[config.mk]
export PLATFORM = sky130hd
export DESIGN_NAME = sir_top
export DESIGN_NICKNAME = d
export VERILOG_FILES = /design/src/sir_top.v /design/src/sir_channel_flags.v
export VERILOG_INCLUDE_DIRS = /design/src
export SDC_FILE = /design/constraint.sdc
export NUM_CORES = 1
export LEC_CHECK = 0
export BUFFER_PORTS_ARGS = -buffer_cell sky130_fd_sc_hd__buf_2
export CAP_MARGIN = 20
export CORE_AREA = 4 4 68 85
export DETAILED_ROUTE_END_ITERATION = 10
export DIE_AREA = 0 0 72 89
export PLACE_DENSITY = 0.79
export SLEW_MARGIN = 5
export SYNTH_ARGS = -nofsm -noshare
export SYNTH_HDL_FRONTEND = slang
export SYNTH_SLANG_ARGS = --single-unit
[constraint.sdc]
create_clock -name clk_sys -period 1.4 [get_ports clk_sys]
set_input_delay 0.14 -clock clk_sys [delete_from_list [all_inputs] [get_ports clk_sys]]
set_output_delay 0.14 -clock clk_sys [all_outputs]
set_load 0.05 [all_outputs]
[src/sir_defines.vh]
/*
  Shared constants of the serial interrupt request logic: channel count,
  request slot positions, vector layout and flag reset value.
  Assumes inclusion by bare name from the design files of this block.
*/
// Notes on behaviour
// - Empty buffer and enable raise tx-empty request
// - Tx-end request needs end flag and enable
// - Full receive buffer and enable raise rx-full
// - Normal mode: overrun, parity, framing raise error
// - Each source has vector and own enable; code: error and rx-full share rxIrqEnable
// - Transfer service clears empty flag by itself
// - Rx-full starts transfer; transfer clears full flag
// - Tx-empty wins over tx-end when both pending
// - Channel 2 never starts the DMA controller
// - Smart card: no tx-end; error uses error-signal
// - Smart card: empty flag set with end flag
// - Smart card transfer clears empty and end flags
// - Smart card tx error: resend, end stays 0
// - Error-signal flag clears only by software
// - Smart card rx error: no full flag, CPU informed
`ifndef SIR_DEFINES_VH
`define SIR_DEFINES_VH

// Channel and request layout
`define SIR_NUM_CH       3
`define SIR_REQS_PER_CH  4
`define SIR_NUM_SRC      12
`define SIR_VEC_W        4

// Request slot inside one channel, lowest slot served first
`define SIR_SLOT_ERR     0
`define SIR_SLOT_RXFULL  1
`define SIR_SLOT_TXEMPTY 2
`define SIR_SLOT_TXEND   3

// Channels allowed to start the DMA controller
`define SIR_DMA_OK_MASK  3'h3

// Flag reset values
`define SIR_TXEMPTY_RST  1'b1
`define SIR_TXEND_RST    1'b1
`define SIR_FLAG_RST     1'b0

`endif

[src/sir_top.v]
/*
  Interrupt and transfer-request logic of a three-channel serial
  interface: per-channel flags, request lines, transfer controller
  activation and a fixed-priority encoder toward the processor.
  Assumes the shifters, framing and baud logic deliver one-cycle event
  pulses on clk_sys, and that software clears arrive as pulses too.
  Transfer controllers acknowledge a serviced request with a pulse.
*/
`timescale 1ns/1ps
`default_nettype none
`include "sir_defines.vh"

module sir_top #(
  parameter NUM_CH    = `SIR_NUM_CH,
  parameter DMA_OK    = `SIR_DMA_OK_MASK
) (
  // Clock and reset
  input  wire                      clk_sys,
  input  wire                      rstn,
  // Mode and enables per channel
  input  wire [NUM_CH-1:0]         scMode,
  input  wire [NUM_CH-1:0]         txIrqEnable,
  input  wire [NUM_CH-1:0]         rxIrqEnable,
  input  wire [NUM_CH-1:0]         txEndIrqEnable,
  // Events from the serial engines
  input  wire [NUM_CH-1:0]         txLoadEvt,
  input  wire [NUM_CH-1:0]         txEndEvt,
  input  wire [NUM_CH-1:0]         txErrEvt,
  input  wire [NUM_CH-1:0]         rxFullEvt,
  input  wire [NUM_CH-1:0]         overrunEvt,
  input  wire [NUM_CH-1:0]         parityEvt,
  input  wire [NUM_CH-1:0]         framingEvt,
  input  wire [NUM_CH-1:0]         errSignalEvt,
  // Software clear strobes
  input  wire [NUM_CH-1:0]         clrTxEmpty,
  input  wire [NUM_CH-1:0]         clrTxEnd,
  input  wire [NUM_CH-1:0]         clrRxFull,
  input  wire [NUM_CH-1:0]         clrOverrun,
  input  wire [NUM_CH-1:0]         clrParity,
  input  wire [NUM_CH-1:0]         clrFraming,
  input  wire [NUM_CH-1:0]         clrErrSignal,
  // Transfer routing and acknowledge
  input  wire [NUM_CH-1:0]         rxXferSel,
  input  wire [NUM_CH-1:0]         txXferSel,
  input  wire [NUM_CH-1:0]         dmaSel,
  input  wire [NUM_CH-1:0]         xferRxAck,
  input  wire [NUM_CH-1:0]         xferTxAck,
  // Flag state
  output wire [NUM_CH-1:0]         txBufferEmptyFlag,
  output wire [NUM_CH-1:0]         txEndFlag,
  output wire [NUM_CH-1:0]         rxBufferFullFlag,
  output wire [NUM_CH-1:0]         overrunErrorFlag,
  output wire [NUM_CH-1:0]         parityErrorFlag,
  output wire [NUM_CH-1:0]         framingErrorFlag,
  output wire [NUM_CH-1:0]         errorSignalFlag,
  output wire [NUM_CH-1:0]         resendBusy,
  // Request lines
  output wire [NUM_CH-1:0]         rxErrorRequest,
  output wire [NUM_CH-1:0]         rxFullRequest,
  output wire [NUM_CH-1:0]         txEmptyRequest,
  output wire [NUM_CH-1:0]         txEndRequest,
  // Transfer controller starts
  output wire [NUM_CH-1:0]         dataXferRxStart,
  output wire [NUM_CH-1:0]         dataXferTxStart,
  output wire [NUM_CH-1:0]         dmaRxStart,
  output wire [NUM_CH-1:0]         dmaTxStart,
  // Processor interrupt
  output reg                       irqValid_q,
  output reg  [`SIR_VEC_W-1:0]     irqVector_q
);

  localparam NSRC = NUM_CH * `SIR_REQS_PER_CH;

  wire [NSRC-1:0]   reqAll;
  wire [NSRC-1:0]   cpuReq;
  wire [NUM_CH-1:0] dmaEff;
  wire [NUM_CH-1:0] rxStart;
  wire [NUM_CH-1:0] txStart;
  wire [NUM_CH-1:0] rxAckEff;
  wire [NUM_CH-1:0] txAckEff;
  reg               irqValid_d;
  reg  [`SIR_VEC_W-1:0] irqVector_d;
  integer           k;

  //////////////////////////////////////////////////////////////////////////
  // One flag block per channel
  genvar c;
  generate
    for (c = 0; c < NUM_CH; c = c + 1) begin : gCh
      wire [`SIR_REQS_PER_CH-1:0] chReq;

      sir_channel_flags uFlags (
        .clk_sys        (clk_sys),
        .rstn           (rstn),
        .scMode         (scMode[c]),
        .txIrqEnable    (txIrqEnable[c]),
        .rxIrqEnable    (rxIrqEnable[c]),
        .txEndIrqEnable (txEndIrqEnable[c]),
        .txLoadEvt      (txLoadEvt[c]),
        .txEndEvt       (txEndEvt[c]),
        .txErrEvt       (txErrEvt[c]),
        .rxFullEvt      (rxFullEvt[c]),
        .overrunEvt     (overrunEvt[c]),
        .parityEvt      (parityEvt[c]),
        .framingEvt     (framingEvt[c]),
        .errSignalEvt   (errSignalEvt[c]),
        .clrTxEmpty     (clrTxEmpty[c]),
        .clrTxEnd       (clrTxEnd[c]),
        .clrRxFull      (clrRxFull[c]),
        .clrOverrun     (clrOverrun[c]),
        .clrParity      (clrParity[c]),
        .clrFraming     (clrFraming[c]),
        .clrErrSignal   (clrErrSignal[c]),
        .txAck          (txAckEff[c]),
        .rxAck          (rxAckEff[c]),
        .txEmpty_q      (txBufferEmptyFlag[c]),
        .txEnd_q        (txEndFlag[c]),
        .rxFull_q       (rxBufferFullFlag[c]),
        .overrun_q      (overrunErrorFlag[c]),
        .parity_q       (parityErrorFlag[c]),
        .framing_q      (framingErrorFlag[c]),
        .errSignal_q    (errorSignalFlag[c]),
        .resend_q       (resendBusy[c]),
        .req            (chReq)
      );

      // Expose request lines and gather them into one vector
      assign rxErrorRequest[c] = chReq[`SIR_SLOT_ERR];
      assign rxFullRequest[c]  = chReq[`SIR_SLOT_RXFULL];
      assign txEmptyRequest[c] = chReq[`SIR_SLOT_TXEMPTY];
      assign txEndRequest[c]   = chReq[`SIR_SLOT_TXEND];
      assign reqAll[c*`SIR_REQS_PER_CH +: `SIR_REQS_PER_CH] = chReq;

      //////////////////////////////////////////////////////////////////////
      // Transfer activation; only rx-full and tx-empty may start one
      assign rxStart[c] = chReq[`SIR_SLOT_RXFULL] & rxXferSel[c];
      assign txStart[c] = chReq[`SIR_SLOT_TXEMPTY] & txXferSel[c];
      // A DMA choice on a channel without DMA falls back to the data transfer controller
      assign dmaEff[c]     = dmaSel[c] & DMA_OK[c];
      assign dmaRxStart[c] = rxStart[c] & dmaEff[c];
      assign dmaTxStart[c] = txStart[c] & dmaEff[c];
      assign dataXferRxStart[c] = rxStart[c] & ~dmaEff[c];
      assign dataXferTxStart[c] = txStart[c] & ~dmaEff[c];

      // Stray acknowledges without an active start are ignored,
      // so a controller cannot wipe a flag it never serviced
      assign rxAckEff[c] = xferRxAck[c] & rxStart[c];
      assign txAckEff[c] = xferTxAck[c] & txStart[c];

      // Sources given to a transfer controller stay off the CPU line
      assign cpuReq[c*`SIR_REQS_PER_CH + `SIR_SLOT_ERR] =
        reqAll[c*`SIR_REQS_PER_CH + `SIR_SLOT_ERR];
      assign cpuReq[c*`SIR_REQS_PER_CH + `SIR_SLOT_RXFULL] =
        reqAll[c*`SIR_REQS_PER_CH + `SIR_SLOT_RXFULL] & ~rxXferSel[c];
      assign cpuReq[c*`SIR_REQS_PER_CH + `SIR_SLOT_TXEMPTY] =
        reqAll[c*`SIR_REQS_PER_CH + `SIR_SLOT_TXEMPTY] & ~txXferSel[c];
      assign cpuReq[c*`SIR_REQS_PER_CH + `SIR_SLOT_TXEND] =
        reqAll[c*`SIR_REQS_PER_CH + `SIR_SLOT_TXEND];
    end
  endgenerate

  //////////////////////////////////////////////////////////////////////////
  // Fixed priority: lowest index wins, scanning down keeps the lowest.
  // Tx-empty sits below tx-end in each channel, so it is taken first.
  always @* begin
    irqValid_d  = 1'b0;
    irqVector_d = {`SIR_VEC_W{1'b0}};
    for (k = NSRC - 1; k >= 0; k = k - 1) begin
      if (cpuReq[k]) begin
        irqValid_d  = 1'b1;
        irqVector_d = k[`SIR_VEC_W-1:0];
      end
    end
  end

  // Registered vector; one cycle behind the request lines
  always @(posedge clk_sys or negedge rstn) begin
    if (!rstn) begin
      irqValid_q  <= 1'b0;
      irqVector_q <= {`SIR_VEC_W{1'b0}};
    end else begin
      irqValid_q  <= irqValid_d;
      irqVector_q <= irqVector_d;
    end
  end

endmodule // sir_top
`default_nettype wire

[src/sir_channel_flags.v]
/*
  Status flags and request lines of one serial channel.
  Assumes event and clear strobes are one-cycle pulses from logic on clk_sys.
*/
`timescale 1ns/1ps
`default_nettype none
`include "sir_defines.vh"

module sir_channel_flags (
  input  wire clk_sys,
  input  wire rstn,
  input  wire scMode,
  input  wire txIrqEnable,
  input  wire rxIrqEnable,
  input  wire txEndIrqEnable,
  input  wire txLoadEvt,
  input  wire txEndEvt,
  input  wire txErrEvt,
  input  wire rxFullEvt,
  input  wire overrunEvt,
  input  wire parityEvt,
  input  wire framingEvt,
  input  wire errSignalEvt,
  input  wire clrTxEmpty,
  input  wire clrTxEnd,
  input  wire clrRxFull,
  input  wire clrOverrun,
  input  wire clrParity,
  input  wire clrFraming,
  input  wire clrErrSignal,
  input  wire txAck,
  input  wire rxAck,
  output reg  txEmpty_q,
  output reg  txEnd_q,
  output reg  rxFull_q,
  output reg  overrun_q,
  output reg  parity_q,
  output reg  framing_q,
  output reg  errSignal_q,
  output reg  resend_q,
  output wire [`SIR_REQS_PER_CH-1:0] req
);

  wire txEmptySet;
  wire txEmptyClr;
  wire txEndSet;
  wire txEndClr;
  wire rxFullSet;
  wire rxErrNow;

  //////////////////////////////////////////////////////////////////////////
  // Set and clear terms; every set wins over a clear in the same cycle
  assign txEmptySet = scMode ? txEndEvt : txLoadEvt;
  assign txEmptyClr = clrTxEmpty | txAck;
  assign txEndSet   = txEndEvt;
  // Retry or smart card service keeps the end flag low
  assign txEndClr   = clrTxEnd | (scMode & (txAck | txErrEvt | resend_q));
  // A receive error in smart card mode must not fill the buffer
  assign rxErrNow   = parityEvt | overrunEvt;
  assign rxFullSet  = rxFullEvt & ~(scMode & rxErrNow);

  // Flag registers
  always @(posedge clk_sys or negedge rstn) begin
    if (!rstn) begin
      txEmpty_q   <= `SIR_TXEMPTY_RST;
      txEnd_q     <= `SIR_TXEND_RST;
      rxFull_q    <= `SIR_FLAG_RST;
      overrun_q   <= `SIR_FLAG_RST;
      parity_q    <= `SIR_FLAG_RST;
      framing_q   <= `SIR_FLAG_RST;
      errSignal_q <= `SIR_FLAG_RST;
      resend_q    <= `SIR_FLAG_RST;
    end else begin
      txEmpty_q   <= txEmptySet | (txEmpty_q & ~txEmptyClr);
      txEnd_q     <= txEndSet | (txEnd_q & ~txEndClr);
      rxFull_q    <= rxFullSet | (rxFull_q & ~(clrRxFull | rxAck));
      overrun_q   <= overrunEvt | (overrun_q & ~clrOverrun);
      parity_q    <= parityEvt | (parity_q & ~clrParity);
      framing_q   <= framingEvt | (framing_q & ~clrFraming);
      // No automatic clear: software handler must clear it
      errSignal_q <= errSignalEvt | (errSignal_q & ~clrErrSignal);
      // Held from a smart card tx error until the resend ends
      resend_q    <= (scMode & txErrEvt) | (resend_q & ~txEndEvt);
    end
  end

  //////////////////////////////////////////////////////////////////////////
  // Request lines, each behind an enable; error and rx-full share rxIrqEnable
  assign req[`SIR_SLOT_ERR] = rxIrqEnable & (overrun_q | parity_q |
                              (scMode ? errSignal_q : framing_q));
  assign req[`SIR_SLOT_RXFULL]  = rxIrqEnable & rxFull_q;
  assign req[`SIR_SLOT_TXEMPTY] = txIrqEnable & txEmpty_q;
  assign req[`SIR_SLOT_TXEND]   = txEndIrqEnable & txEnd_q & ~scMode;

endmodule // sir_channel_flags
`default_nettype wire

* Word-level counts from Yosys, hierarchy flattened
Index checks and enable logic that the tools add are counted.
** Word-level totals
- Output and inout port bits :: 53
- Word-level logic and storage cells :: 219
- Register bits after elaboration :: 29
** Operators by class
- Bitwise operators :: 163
- Multiplexer cells :: 30
** Operators with widths (count)
- $and 1x1->1 :: 77
- $mux 4 :: 12
- $or 1x1->1 :: 48
- $not 1->1 :: 38
- $mux 1 :: 18

* Depth between registers and ports, before layout
Gate-level depths: netlist (run 1).
- Word-level depth :: 14
- Gate-level depth with buffers :: 6
- Gate-level depth less buffers :: 5

* Cells and area by module
A second synthesis (run 1) with hierarchy kept.
** Second synthesis, totals
- Cell total of the unflattened synthesis :: 159
- Area total of the unflattened synthesis :: 1561.5 sq um
** Modules (own cells, without submodules)
- sir_channel_flags :: area an instance 362.8 sq um, instances 3, cells each 34
- sir_top :: area an instance 473.0 sq um, instances 1, cells each 57

* Least setup slack after synthesis (run 1)
Ideal clock, no wire load.
- Path type :: register to output
- From :: reg gCh[0].uFlags.txEmpty_q
- To :: out dataXferTxStart[0]
- Path buffers :: 0
- Setup slack :: -0.494 ns
- Cell stages (with the launch flop) :: 4
- Arrival :: 1.754 ns
- Path through :: dfstp_2 > and2_1 > nand2_1 > nor2_1
** On the way
- Longest elaborated chain between the ends :: 3
** RTL lines
- start, declared :: line sir_channel_flags.v:33 : output reg txEmpty_q,
- start signal, assigned :: line sir_channel_flags.v:65 : txEmpty_q <= `SIR_TXEMPTY_RST;
- start signal, assigned :: line sir_channel_flags.v:74 : txEmpty_q <= txEmptySet | (txEmpty_q & ~txEmptyClr);
- $and 1x1->1 :: line sir_channel_flags.v:92 : assign req[`SIR_SLOT_TXEMPTY] = txIrqEnable & txEmpty_q;
- net txEmptyRequest[0] :: line sir_top.v:60 : output wire [NUM_CH-1:0] txEmptyRequest,
- $and 1x1->1 :: line sir_top.v:137 : assign txStart[c] = chReq[`SIR_SLOT_TXEMPTY] & txXferSel[c];
- $and 1x1->1 :: line sir_top.v:143 : assign dataXferTxStart[c] = txStart[c] & ~dmaEff[c];
- end, declared :: line sir_top.v:64 : output wire [NUM_CH-1:0] dataXferTxStart,
The timed path passes the listed nets, and every way through them passes these cells.

* Worst setup path after layout (run 1)
- From :: reg gCh[0].uFlags.framing_q
- To :: out rxErrorRequest[0]
** On the way
- Longest elaborated chain between the ends :: 3
** RTL lines
- start, declared :: line sir_channel_flags.v:38 : output reg framing_q,
- start signal, assigned :: line sir_channel_flags.v:70 : framing_q <= `SIR_FLAG_RST;
- start signal, assigned :: line sir_channel_flags.v:79 : framing_q <= framingEvt | (framing_q & ~clrFraming);
- $mux 1 :: line sir_channel_flags.v:90 : (scMode ? errSignal_q : framing_q));
- $or 1x1->1 :: line sir_channel_flags.v:89 : assign req[`SIR_SLOT_ERR] = rxIrqEnable & (overrun_q | parity_q |
- $and 1x1->1 :: line sir_channel_flags.v:89
- end, declared :: line sir_top.v:58 : output wire [NUM_CH-1:0] rxErrorRequest,
Every way passes these cells.

==> results of run 1 <==
-- how the worst max path moves through the flow --
stage | start | endpoint | slack, ns | depth (start not counted)
5_1_grt | gCh[0].uFlags.framing_q | rxErrorRequest[0] | -0.21 | 4
2_1_floorplan | gCh[0].uFlags.framing_q | irqVector_q[3] | -0.18 | 5
6_report | gCh[0].uFlags.framing_q | rxErrorRequest[0] | -0.14 | 4
3_3_place_gp | gCh[2].uFlags.framing_q | irqVector_q[3] | -0.02 | 5
4_1_cts | gCh[0].uFlags.framing_q | rxErrorRequest[0] | -0.17 | 4
3_5_place_dp | gCh[0].uFlags.framing_q | irqVector_q[3] | -0.08 | 5
-- area by class of cell --
| cell class | instances | share of cell area, % |
|---|---|---|
| Clock buffer | 8 | 2.94 |
| Inverter | 27 | 3.86 |
| Multi-Input combinational cell | 107 | 30.9 |
| Sequential cell | 29 | 26.9 |
| Tap cell | 62 | 2.85 |
| Timing Repair Buffer | 145 | 32.6 |
-- what timing repair did --
action / CTS / global route
hold buffers: 1 / 0
hold endpoints to repair: 23 / 0
pin swaps: 6 / 4
buffers inserted: 4 / 4
endpoints found under the setup margin: 18 / 22
gates resized for setup: 36 / 18
-- logic make-up (layout without fill, tap and decap cells) --
kind of cell	count (synthesis)	in the layout	synth area share [%]
muxes	6	6	4.22
DFF	29	29	41.2
AOI/OAI and AO/OA	40	40	18.2
and+or+nand+nor	59	59	18.2
other	1	2	0.211
buffers and inverters	55	180	17.9
-- stage by stage --
| step | cells | setup slack [ns] | area (um^2) |
|---|---|---|---|
| global placement | 361 | -0.0177 | 2400 |
| finish | 378 | -0.142 | 2720 |
| detailed placement | 361 | -0.0753 | 2400 |
| global route | 378 | -0.208 | 2720 |
| floorplan | 191 | -0.182 | 1830 |
| CTS | 374 | -0.165 | 2640 |
-- power by group through the flow --
stage               Combinational (uW)  Clock (uW)  Sequential, uW
floorplan                          633           0            1010
global placement                   883           0             975
detailed placement                 893           0             979
CTS                                953         670             965
global route                      1050         702             974
finish                             983         643             964
-- routing by layer --
layer / vias up / GRT usage (%) / wire [um]
met5: - / 0 / 0
met4: 0 / 5.13 / 75
met3: 8 / 4.61 / 422
met2: 74 / 29.2 / 2790
met1: 830 / 15.5 / 1700
li1: 865 / - / -
-- synth_stat cells, drive strengths merged --
cell type   n  area, um^2
inv        27         101
nor3b       1        7.51
o21bai      2        15.0
dfstp       6         158
nor2       10        37.5
and2        3        18.8
a31o        2        17.5
buf        28         218
or3         1        6.26
o21ba       1        10.0
a21o       12        90.1
o211ai      1        7.51
nor2b       1        6.26
nand2b      1        6.26
and3b       3        26.3
a211oi      2        20.0
a32o        3        30.0
o22ai       1        6.26
nand3b      5        37.5
nand2      15        56.3
nand3       7        35.0
conb        1        3.75
mux2i       3        30.0
mux2        3        45.0
dfrtp      23         576
o32ai       1        8.76
nor3        4        30.0
o31a        1        8.76
o31ai       4        57.6
nand4bb     1        11.3
and3        7        43.8
a21boi      1        7.51
o21ai       9        45.0
-- cell usage in the layout, fill, tap and decap left out, drive strengths merged, types with 5 or more instances in the layout --
cell type,synthesis,final
dfstp,6,6
nand3b,5,5
a21o,12,12
o21ai,9,9
dfrtp,23,23
nor2,10,10
nand2,15,15
buf,28,142
clkbuf,0,10
and3,7,7
inv,27,26
nand3,7,7
-- registers in the layout (all words and copies together) (netlist names) --
signal	cells
gCh.uFlags.overrun_q	3
gCh.uFlags.errSignal_q	3
gCh.uFlags.rxFull_q	3
gCh.uFlags.framing_q	3
gCh.uFlags.txEmpty_q	3
gCh.uFlags.resend_q	3
gCh.uFlags.txEnd_q	3
irqVector_q	4
irqValid_q	1
gCh.uFlags.parity_q	3
==> summary.txt, run 1 <==
Die
  – Ports: 127
  – Die Height: 89 um
  – Initial Util: 35.5%
  – Core ar.: 5010 um^2
  – Die width: a little over 70 um
  – Total die area: between 6000 and 7000 um^2
  – Row count: 29

Hold path
  – Hold path startpoint: framingEvt[2]
  – Min-delay worst type: input port to register
  – Hold worst-path end: gCh[2].uFlags.framing_q
  – Hold Path Depth: 2

Power
  – Switching share of power: 37.5%
  – Pint: 1620 uW
  – Cell Pwr Density: 952 nW/um^2
  – Clock power share: roughly 25%
  – Leak pwr: 0.00149 uW
  – Power share of the combinational group: 38.0%
  – Total power draw: 2590 uW
  – Sequential fraction of design power: 37.2%
  – P_sw: 972 uW
  – Worst IR drop on VDD: 0.000444 V

Cells and area
  – N_diodes: 0
  – Reg area: 733 um^2
  – Final Util: 54.3%
  – Final nets: 389
  – Area Growth Syn to Fin: 53.1%
  – Number of fillers in the final layout: approximately 480
  – Multi-input logic area: 840 um^2
  – Share of cells above drive strength 1: 60.4%

Critical path
  – Crit Path Max Fanout: 3
  – Required time of the critical path: 1.26 ns
  – CP Data Arrival Time: 1.40 ns
  – Cell Chain, Critical Path: mux2_4, o31ai_4, inv_2, buf_6
  – CP delay by family, top: flip-flops
  – Crit. End Element: output pin
  – CP max stage delay: ~0.38 ns
  – Worst path bufs/invs: 2
  – Crit start category: register
  – Reg-to-reg startpoint: gCh[0].uFlags.framing_q
  – Worst reg2reg path depth: 4
  – Critical R2R Capture: irqVector_q[1]
  – R2R setup slack: -0.07 ns
  – Critical path type: register to output pin
  – Crit-path slowest cell: dfrtp_1

CTS
  – Clk Latency, worst-skew pair: 0.27 ns
  – Total CTS buffers: 5
  – Clk buf depth: 2
  – Clock-pin slew on the worst setup and hold paths: 0.06 ns
  – Clock Tree Root: clkbuf_8
  – CTS tree: built
  – CTS H-tree lvls: 2
  – CTS sink cnt: 29

STA
  – RSZ-0062 raised after global routing: true
  – Minimum clock period: 1.54 ns
  – Fin. max-slew vios: 0
  – Worst Tran Pin Value: ~0.65 ns
  – TNS Setup: -0.603 ns
  – Hold Slack: roughly 0.044 ns
  – Final setup fails: 8
  – Fmax: between 600 and 700 MHz
  – Final hold viol count: 0
  – Final period util: 110%
  – Setup WS post-layout: -0.142 ns
  – Clk_skew: 0.00261 ns
  – Max_slew headroom: roughly 57%

Yosys
  – Sequential-to-total area share from yosys stat: 41.2%
  – Synth Cell Area: approximately 1800 um^2
  – Synth cell types: 38
  – Yosys warning total: 0
  – Post-Syn Area per Cell: 9.36 um^2
  – FF+latch count, synth: 29
  – Syn Inst Count: between 150 and 200

GRT
  – Initial antenna violation count: 0
  – Vias in the first global route: 1794
  – Largest net degree at the start of global routing: 30
  – GRT Overall Usage: 15.2%
  – First-pass GRT wire length: 7580 um
  – Total gr overflow: 0

Outcome
  – Failing checks: negative setup slack
  – Status: complete, but fails checks

Placement
  – Post-DP HPWL: 4000 um
  – IO buf count: 123
  – GP Congestion: ~0.8

Drt
  – Vias: 1777
  – DRC errors left: 0
  – Iter 0 DRT Violations: 92
  – Antenna viol nets, final: 0
  – Post-DR wirelength/cell: 13.2 um
  – Pre-antenna DRT Iters: 4
  – Post-DR vias/cell: 4.70
  – WL final: 4990 um

Flow run
  – Total of max-cap violations: 0
(Power assumes the default switching activity.)
==> inputs of run 2 (changes only) <==
--- a/config.mk
+++ b/config.mk
@@ -6,12 +6,12 @@
 export SDC_FILE = /design/constraint.sdc
 export NUM_CORES = 1
 export LEC_CHECK = 0
-export BUFFER_PORTS_ARGS = -buffer_cell sky130_fd_sc_hd__buf_2
 export CAP_MARGIN = 20
-export CORE_AREA = 4 4 68 85
+export CORE_AREA = 4 4 56 70
 export DETAILED_ROUTE_END_ITERATION = 10
-export DIE_AREA = 0 0 72 89
-export PLACE_DENSITY = 0.79
+export DIE_AREA = 0 0 60 74
+export DONT_BUFFER_PORTS = 1
+export PLACE_DENSITY = 0.77
 export SLEW_MARGIN = 5
 export SYNTH_ARGS = -nofsm -noshare
 export SYNTH_HDL_FRONTEND = slang
==> summary.txt, run 2 (synthesized netlist as in run 1, its figures left out) <==
CTS
  – Total CTS buffers: 5 (unchanged)
  – Clk Latency, worst-skew pair: 0.28 ns (about the same)
  – CTS tree: built
  – Clock Tree Root: clkbuf_8
  – CTS H-tree lvls: 2 (unchanged)
  – Clk buf depth: 2 (unchanged)
  – Clock-pin slew on the worst setup and hold paths: 0.06 ns (about the same)
  – CTS sink cnt: 29 (unchanged)

Critical path
  – Crit Path Max Fanout: 3 (unchanged)
  – R2R setup slack: -0.09 ns (-0.02 ns)
  – Critical path type: register to output pin
  – Crit start category: register
  – Crit. End Element: output pin
  – Critical R2R Capture: irqVector_q[3]
  – Reg-to-reg startpoint: gCh[1].uFlags.errSignal_q
  – Required time of the critical path: 1.26 ns (about the same)
  – Start point of the critical path: gCh[0].uFlags.framing_q
  – Worst reg2reg path depth: 5 (+1)
  – CP Data Arrival Time: 1.42 ns (+0.02 ns)
  – CP endpoint: rxErrorRequest[0]

Cells and area
  – Share of cells above drive strength 1: 41.7% (-19 points)
  – Number of fillers in the final layout: 171 (-65%)
  – Multi-input logic area: 853 um^2 (+1.6%)
  – Final Util: 84.2% (+30 points)
  – Number of flip-flops under the largest register name: 4 (unchanged)
  – Final nets: 332 (-15%)
  – Most frequent cells in the layout: buf_4 (43), dlygate4sd3_1 (26), inv_1 (24), dfrtp_1 (23)
  – N_diodes: 0 (unchanged)
  – Area Growth Syn to Fin: 52.7%
  – Biggest register: irqVector_q
  – Leading cell type in the layout, fill and taps excluded: buf_4
  – Reg area: 733 um^2 (unchanged)

GRT
  – Total gr overflow: 0 (unchanged)
  – GRT Overall Usage: 27.1% (+12 points)
  – Vias in the first global route: 1913 (+6.6%)
  – Initial antenna violation count: 0 (unchanged)
  – Largest net degree at the start of global routing: 30 (unchanged)
  – First-pass GRT wire length: 8820 um (+16%)

Flow run
  – Total of max-cap violations: 0 (unchanged)

Power
  – Cell Pwr Density: 979 nW/um^2 (+2.8%)
  – Worst IR drop on VDD: 0.000837 V (+89%)
  – Leak pwr: 0.00133 uW (-11%)

Placement
  – IO buf count: 0 (-100%)
  – Post-DP HPWL: 3910 um (-2.2%)
  – GP Congestion: 0.725 (-7.3%)

STA
  – Final period util: 111% (+1.2 points)
  – Minimum clock period: 1.56 ns (+0.0175 ns)
  – Fin. max-slew vios: 0 (unchanged)
  – Final setup fails: 12 (+4)
  – Hold Slack: 0.000319 ns (-0.0434 ns)
  – Clk_skew: 0.00667 ns (+0.00406 ns)
  – Fmax: 641 MHz (-1.1%)
  – Final hold viol count: 0 (unchanged)
  – RSZ-0062 raised after global routing: true
  – Setup WS post-layout: -0.159 ns (-0.0175 ns)

Drt
  – Antenna viol nets, final: 0 (unchanged)
  – Post-DR wirelength/cell: 19.5 um (+48%)
  – Post-DR vias/cell: 5.53 (+18%)
  – Vias: 1638 (-7.8%)
  – Pre-antenna DRT Iters: 4 (unchanged)
  – Iter 0 DRT Violations: 57 (-38%)
  – WL final: 5770 um (+16%)
  – DRC errors left: 0 (unchanged)

Die
  – Die Height: 74 um (-17%)
  – Die width: 60 um (-17%)
  – Initial Util: 55.2% (+20 points)
  – Core ar.: 3220 um^2 (-36%)
  – Total die area: 4440 um^2 (-31%)
  – Ports: 127 (unchanged)
  – Row count: 23 (-21%)

Hold path
  – Min-delay worst type: input port to register

Outcome
  – Status: complete, but fails checks
  – Failing checks: negative setup slack
==> run 2: cell count changes in the layout (fill, tap and decap cells not counted), moves of 3 or more <==
| cell | previous run | this run |
|---|---|---|
| dlygate4sd3_1 | 1 | 26 |
| buf_12 | 0 | 9 |
| buf_2 | 106 | 0 |
| buf_6 | 10 | 7 |
| nor2_4 | 1 | 4 |
| buf_4 | 23 | 43 |
| nand2_2 | 5 | 1 |
| nand2_1 | 9 | 12 |
| nor2_2 | 4 | 0 |
==> run 2: critical path: stages, from the launching register on <==
cell and delay [ns]:
dfrtp_1 0.38, mux2_4 0.28, o31ai_4 0.22, inv_2 0.09
buf_6 0.16
==> run 2: layout make-up <==
cell class / instances / area share (%)
Sequential cell: 29 / 27.0
Clock buffer: 8 / 3.32
Tap cell: 37 / 1.71
Multi-Input combinational cell: 107 / 31.4
Timing Repair Buffer: 88 / 32.7
Inverter: 27 / 3.87
==> run 2: metal layers <==
layer | wire length (um) | part of all wire, % | up-vias | global-route usage (%)
li1 | - | - | 747 | -
met1 | 1780 | 31 | 780 | 24.3
met2 | 3370 | 58 | 95 | 53.4
met3 | 493 | 8.5 | 16 | 8.68
met4 | 127 | 2.2 | 0 | 11.1
met5 | 0 | 0 | - | 0
==> run 2: worst min path at each step <==
stage | start | to | slack (ns) | cells after the start
3_5_place_dp | rstn | gCh[0].uFlags.parity_q | -0.15 | 0
4_1_cts | txEndEvt[1] | gCh[1].uFlags.txEmpty_q | 0.003 | 2
3_3_place_gp | rstn | gCh[0].uFlags.parity_q | -0.15 | 0
5_1_grt | rxFullEvt[1] | gCh[1].uFlags.rxFull_q | 0.004 | 1
2_1_floorplan | rstn | gCh[0].uFlags.errSignal_q | -0.16 | 0
6_report | rxFullEvt[1] | gCh[1].uFlags.rxFull_q | 0.0003 | 1
==> run 2: metrics by stage <==
step                      worst slack [ns]  instance area (um^2)  std cells  TNS (ns)  total power [uW]
after floorplan                     -0.182                  1830        191    -0.556              1640
final                               -0.159                  2720        296    -0.858              2660
after global routing                -0.206                  2720        296     -1.46              2770
after global placement             0.00487                  2130        250         0              1770
after detailed placement           -0.0752                  2130        250    -0.174              1800
after CTS                           -0.154                  2670        293    -0.785              2650
==> run 2: timing repair <==
action / in CTS / in global routing
setup buffers: 8 / 4
hold endpoints to repair: 52 / 0
endpoints found under the setup margin: 13 / 18
pin swaps: 13 / 5
hold buffers: 28 / 0
gates resized for setup: 25 / 8
==> run 2: power breakdown <==
part,switching [uW],internal (uW)
logic,573,391
clock network,291,399
registers,87.2,916
total,951,1710
==> inputs of run 3 (changes only) <==
--- a/config.mk
+++ b/config.mk
@@ -11,6 +11,7 @@
 export DETAILED_ROUTE_END_ITERATION = 10
 export DIE_AREA = 0 0 60 74
 export DONT_BUFFER_PORTS = 1
+export MAX_ROUTING_LAYER = met4
 export PLACE_DENSITY = 0.77
 export SLEW_MARGIN = 5
 export SYNTH_ARGS = -nofsm -noshare
==> summary.txt, run 3 (synthesized netlist as in run 1, its figures left out) <==
Critical path
  – R2R setup slack: -0.10 ns (about the same)
  – Required time of the critical path: 1.26 ns (about the same)
  – Cell Chain, Critical Path: mux2_4, o31ai_4, inv_2, buf_6
  – Crit start category: register
  – CP endpoint: rxErrorRequest[0]
  – Crit Path Max Fanout: 3 (unchanged)
  – CP max stage delay: 0.38 ns (about the same)
  – Worst reg2reg path depth: 5 (unchanged)
  – Critical R2R Capture: irqVector_q[3]
  – CP Data Arrival Time: 1.42 ns (about the same)
  – Crit-path slowest cell: dfrtp_1
  – Reg-to-reg startpoint: gCh[1].uFlags.errSignal_q
  – Critical path type: register to output pin
  – Start point of the critical path: gCh[0].uFlags.framing_q
  – Crit. End Element: output pin

Cells and area
  – Number of fillers in the final layout: 171 (unchanged)
  – Multi-input logic area: 853 um^2 (unchanged)
  – Cell area after layout: 2720 um^2 (unchanged)
  – Final nets: 332 (unchanged)
  – Most frequent cells in the layout: buf_4 (43), dlygate4sd3_1 (26), inv_1 (24), dfrtp_1 (23)
  – Reg area: 733 um^2 (unchanged)
  – Area Growth Syn to Fin: 52.7% (unchanged)
  – Number of flip-flops under the largest register name: 4 (unchanged)
  – Leading cell type in the layout, fill and taps excluded: buf_4
  – N_diodes: 0 (unchanged)
  – Biggest register: irqVector_q
  – Share of cells above drive strength 1: 41.7% (unchanged)

STA
  – RSZ-0062 raised after global routing: true
  – Minimum clock period: 1.56 ns (-0.00224 ns)
  – Clk_skew: 0.00661 ns (-0.0000598 ns)
  – Fin. max-slew vios: 0 (unchanged)
  – Final period util: 111% (-0.16 points)
  – Fmax: 642 MHz (+0.14%)
  – Setup WS post-layout: -0.157 ns (+0.00224 ns)
  – Final setup fails: 12 (unchanged)
  – Final hold viol count: 0 (unchanged)

GRT
  – Largest net degree at the start of global routing: 30 (unchanged)
  – GRT Overall Usage: 28.0% (+0.91 points)
  – First-pass GRT wire length: 8850 um (+0.31%)
  – Vias in the first global route: 1900 (-0.68%)
  – Total gr overflow: 0 (unchanged)
  – Initial antenna violation count: 0 (unchanged)

Outcome
  – Status: complete, but fails checks
  – Failing checks: negative setup slack

Power
  – Total power draw: 2660 uW (about the same)
  – Cell Pwr Density: 978 nW/um^2 (about the same)
  – Leak pwr: 0.00133 uW (unchanged)
  – Worst IR drop on VDD: 0.000838 V (about the same)

CTS
  – Clk Latency, worst-skew pair: 0.28 ns (about the same)
  – CTS tree: built
  – Clock Tree Root: clkbuf_8
  – Total CTS buffers: 5 (unchanged)
  – CTS sink cnt: 29 (unchanged)
  – CTS H-tree lvls: 2 (unchanged)
  – Clock-pin slew on the worst setup and hold paths: 0.06 ns (about the same)
  – Clk buf depth: 2 (unchanged)

Placement
  – Post-DP HPWL: 3910 um (unchanged)
  – IO buf count: 0 (unchanged)
  – GP Congestion: 0.733 (+1.2%)
  – Area post-placement: 2130 um^2 (unchanged)
  – Dpl ws: -0.0752 ns (unchanged)

Drt
  – Post-DR wirelength/cell: 19.5 um (+0.16%)
  – WL final: 5780 um (+0.16%)
  – DRC errors left: 0 (unchanged)
  – Vias: 1633 (-0.31%)
  – Iter 0 DRT Violations: 61 (+7.0%)
  – Post-DR vias/cell: 5.52 (-0.31%)
  – Pre-antenna DRT Iters: 4 (unchanged)
  – Antenna viol nets, final: 0 (unchanged)

Hold path
  – Min-delay worst type: input port to register

Die
  – Ports: 127 (unchanged)
  – Core ar.: 3220 um^2 (unchanged)
  – Die Height: 74 um (unchanged)
  – Initial Util: 55.2% (unchanged)
  – Row count: 23 (unchanged)
  – Total die area: 4440 um^2 (unchanged)
  – Die width: 60 um (unchanged)

Flow run
  – Total of max-cap violations: 0 (unchanged)
## run 3: cell counts in the layout (fill, tap and decap cells not counted)
Identical to the previous run, type by type.
## run 3: cell type report
cell class	instances	share of cell area, %
clock buffers	8	3.32
inverters	27	3.87
repair buffers	88	32.7
well taps	37	1.71
multi-input cells	107	31.4
flip-flops and latches	29	27.0
## run 3: worst max-delay path, delay by kind of cell, from the launching register on
kind	cells	cell delay, ns
buffers and inverters	2	0.25
muxes	1	0.28
AOI/OAI and AO/OA	1	0.22
DFF	1	0.38
## run 3: worst min-delay path by stage
stage / from / end / cells past startpoint
after floorplan: rstn / gCh[0].uFlags.errSignal_q / 0
after global placement: rstn / gCh[0].uFlags.parity_q / 0
after detailed placement: rstn / gCh[0].uFlags.parity_q / 0
after CTS: txEndEvt[1] / gCh[1].uFlags.txEmpty_q / 2
after global routing: rxFullEvt[1] / gCh[1].uFlags.rxFull_q / 1
final: rxFullEvt[1] / gCh[1].uFlags.rxFull_q / 1
## run 3: what timing repair did
item	in CTS	in global routing
setup endpoints to repair	13	18
hold buffers	28	0
buffers inserted	8	4
gates resized for setup	25	8
pin swaps	13	5
hold endpoints to repair	52	0
## run 3: per-stage QoR
step	hold slack, ns	util [%]	setup TNS (ns)	std cells
after floorplan	-0.156	-	-0.556	191
after global routing	0.00448	84.2	-1.46	296
after global placement	-0.155	66.2	0	250
final	0.00141	84.2	-0.849	296
after detailed placement	-0.155	66.2	-0.174	250
after CTS	0.00284	82.7	-0.785	293
## run 3: report_power, final
part	internal, uW	switching (uW)
Clock	399	290
Combinational	391	573
Sequential	916	87.3
Total	1710	950
## run 3: metal layers
metal  up-vias  part of all wire (%)  global-route usage (%)
li1        747                     -                       -
met1       777                    31                    24.9
met2        94                    58                    53.6
met3        15                   8.4                    8.16
met4         0                   2.2                    10.6
met5         -                     0                       -
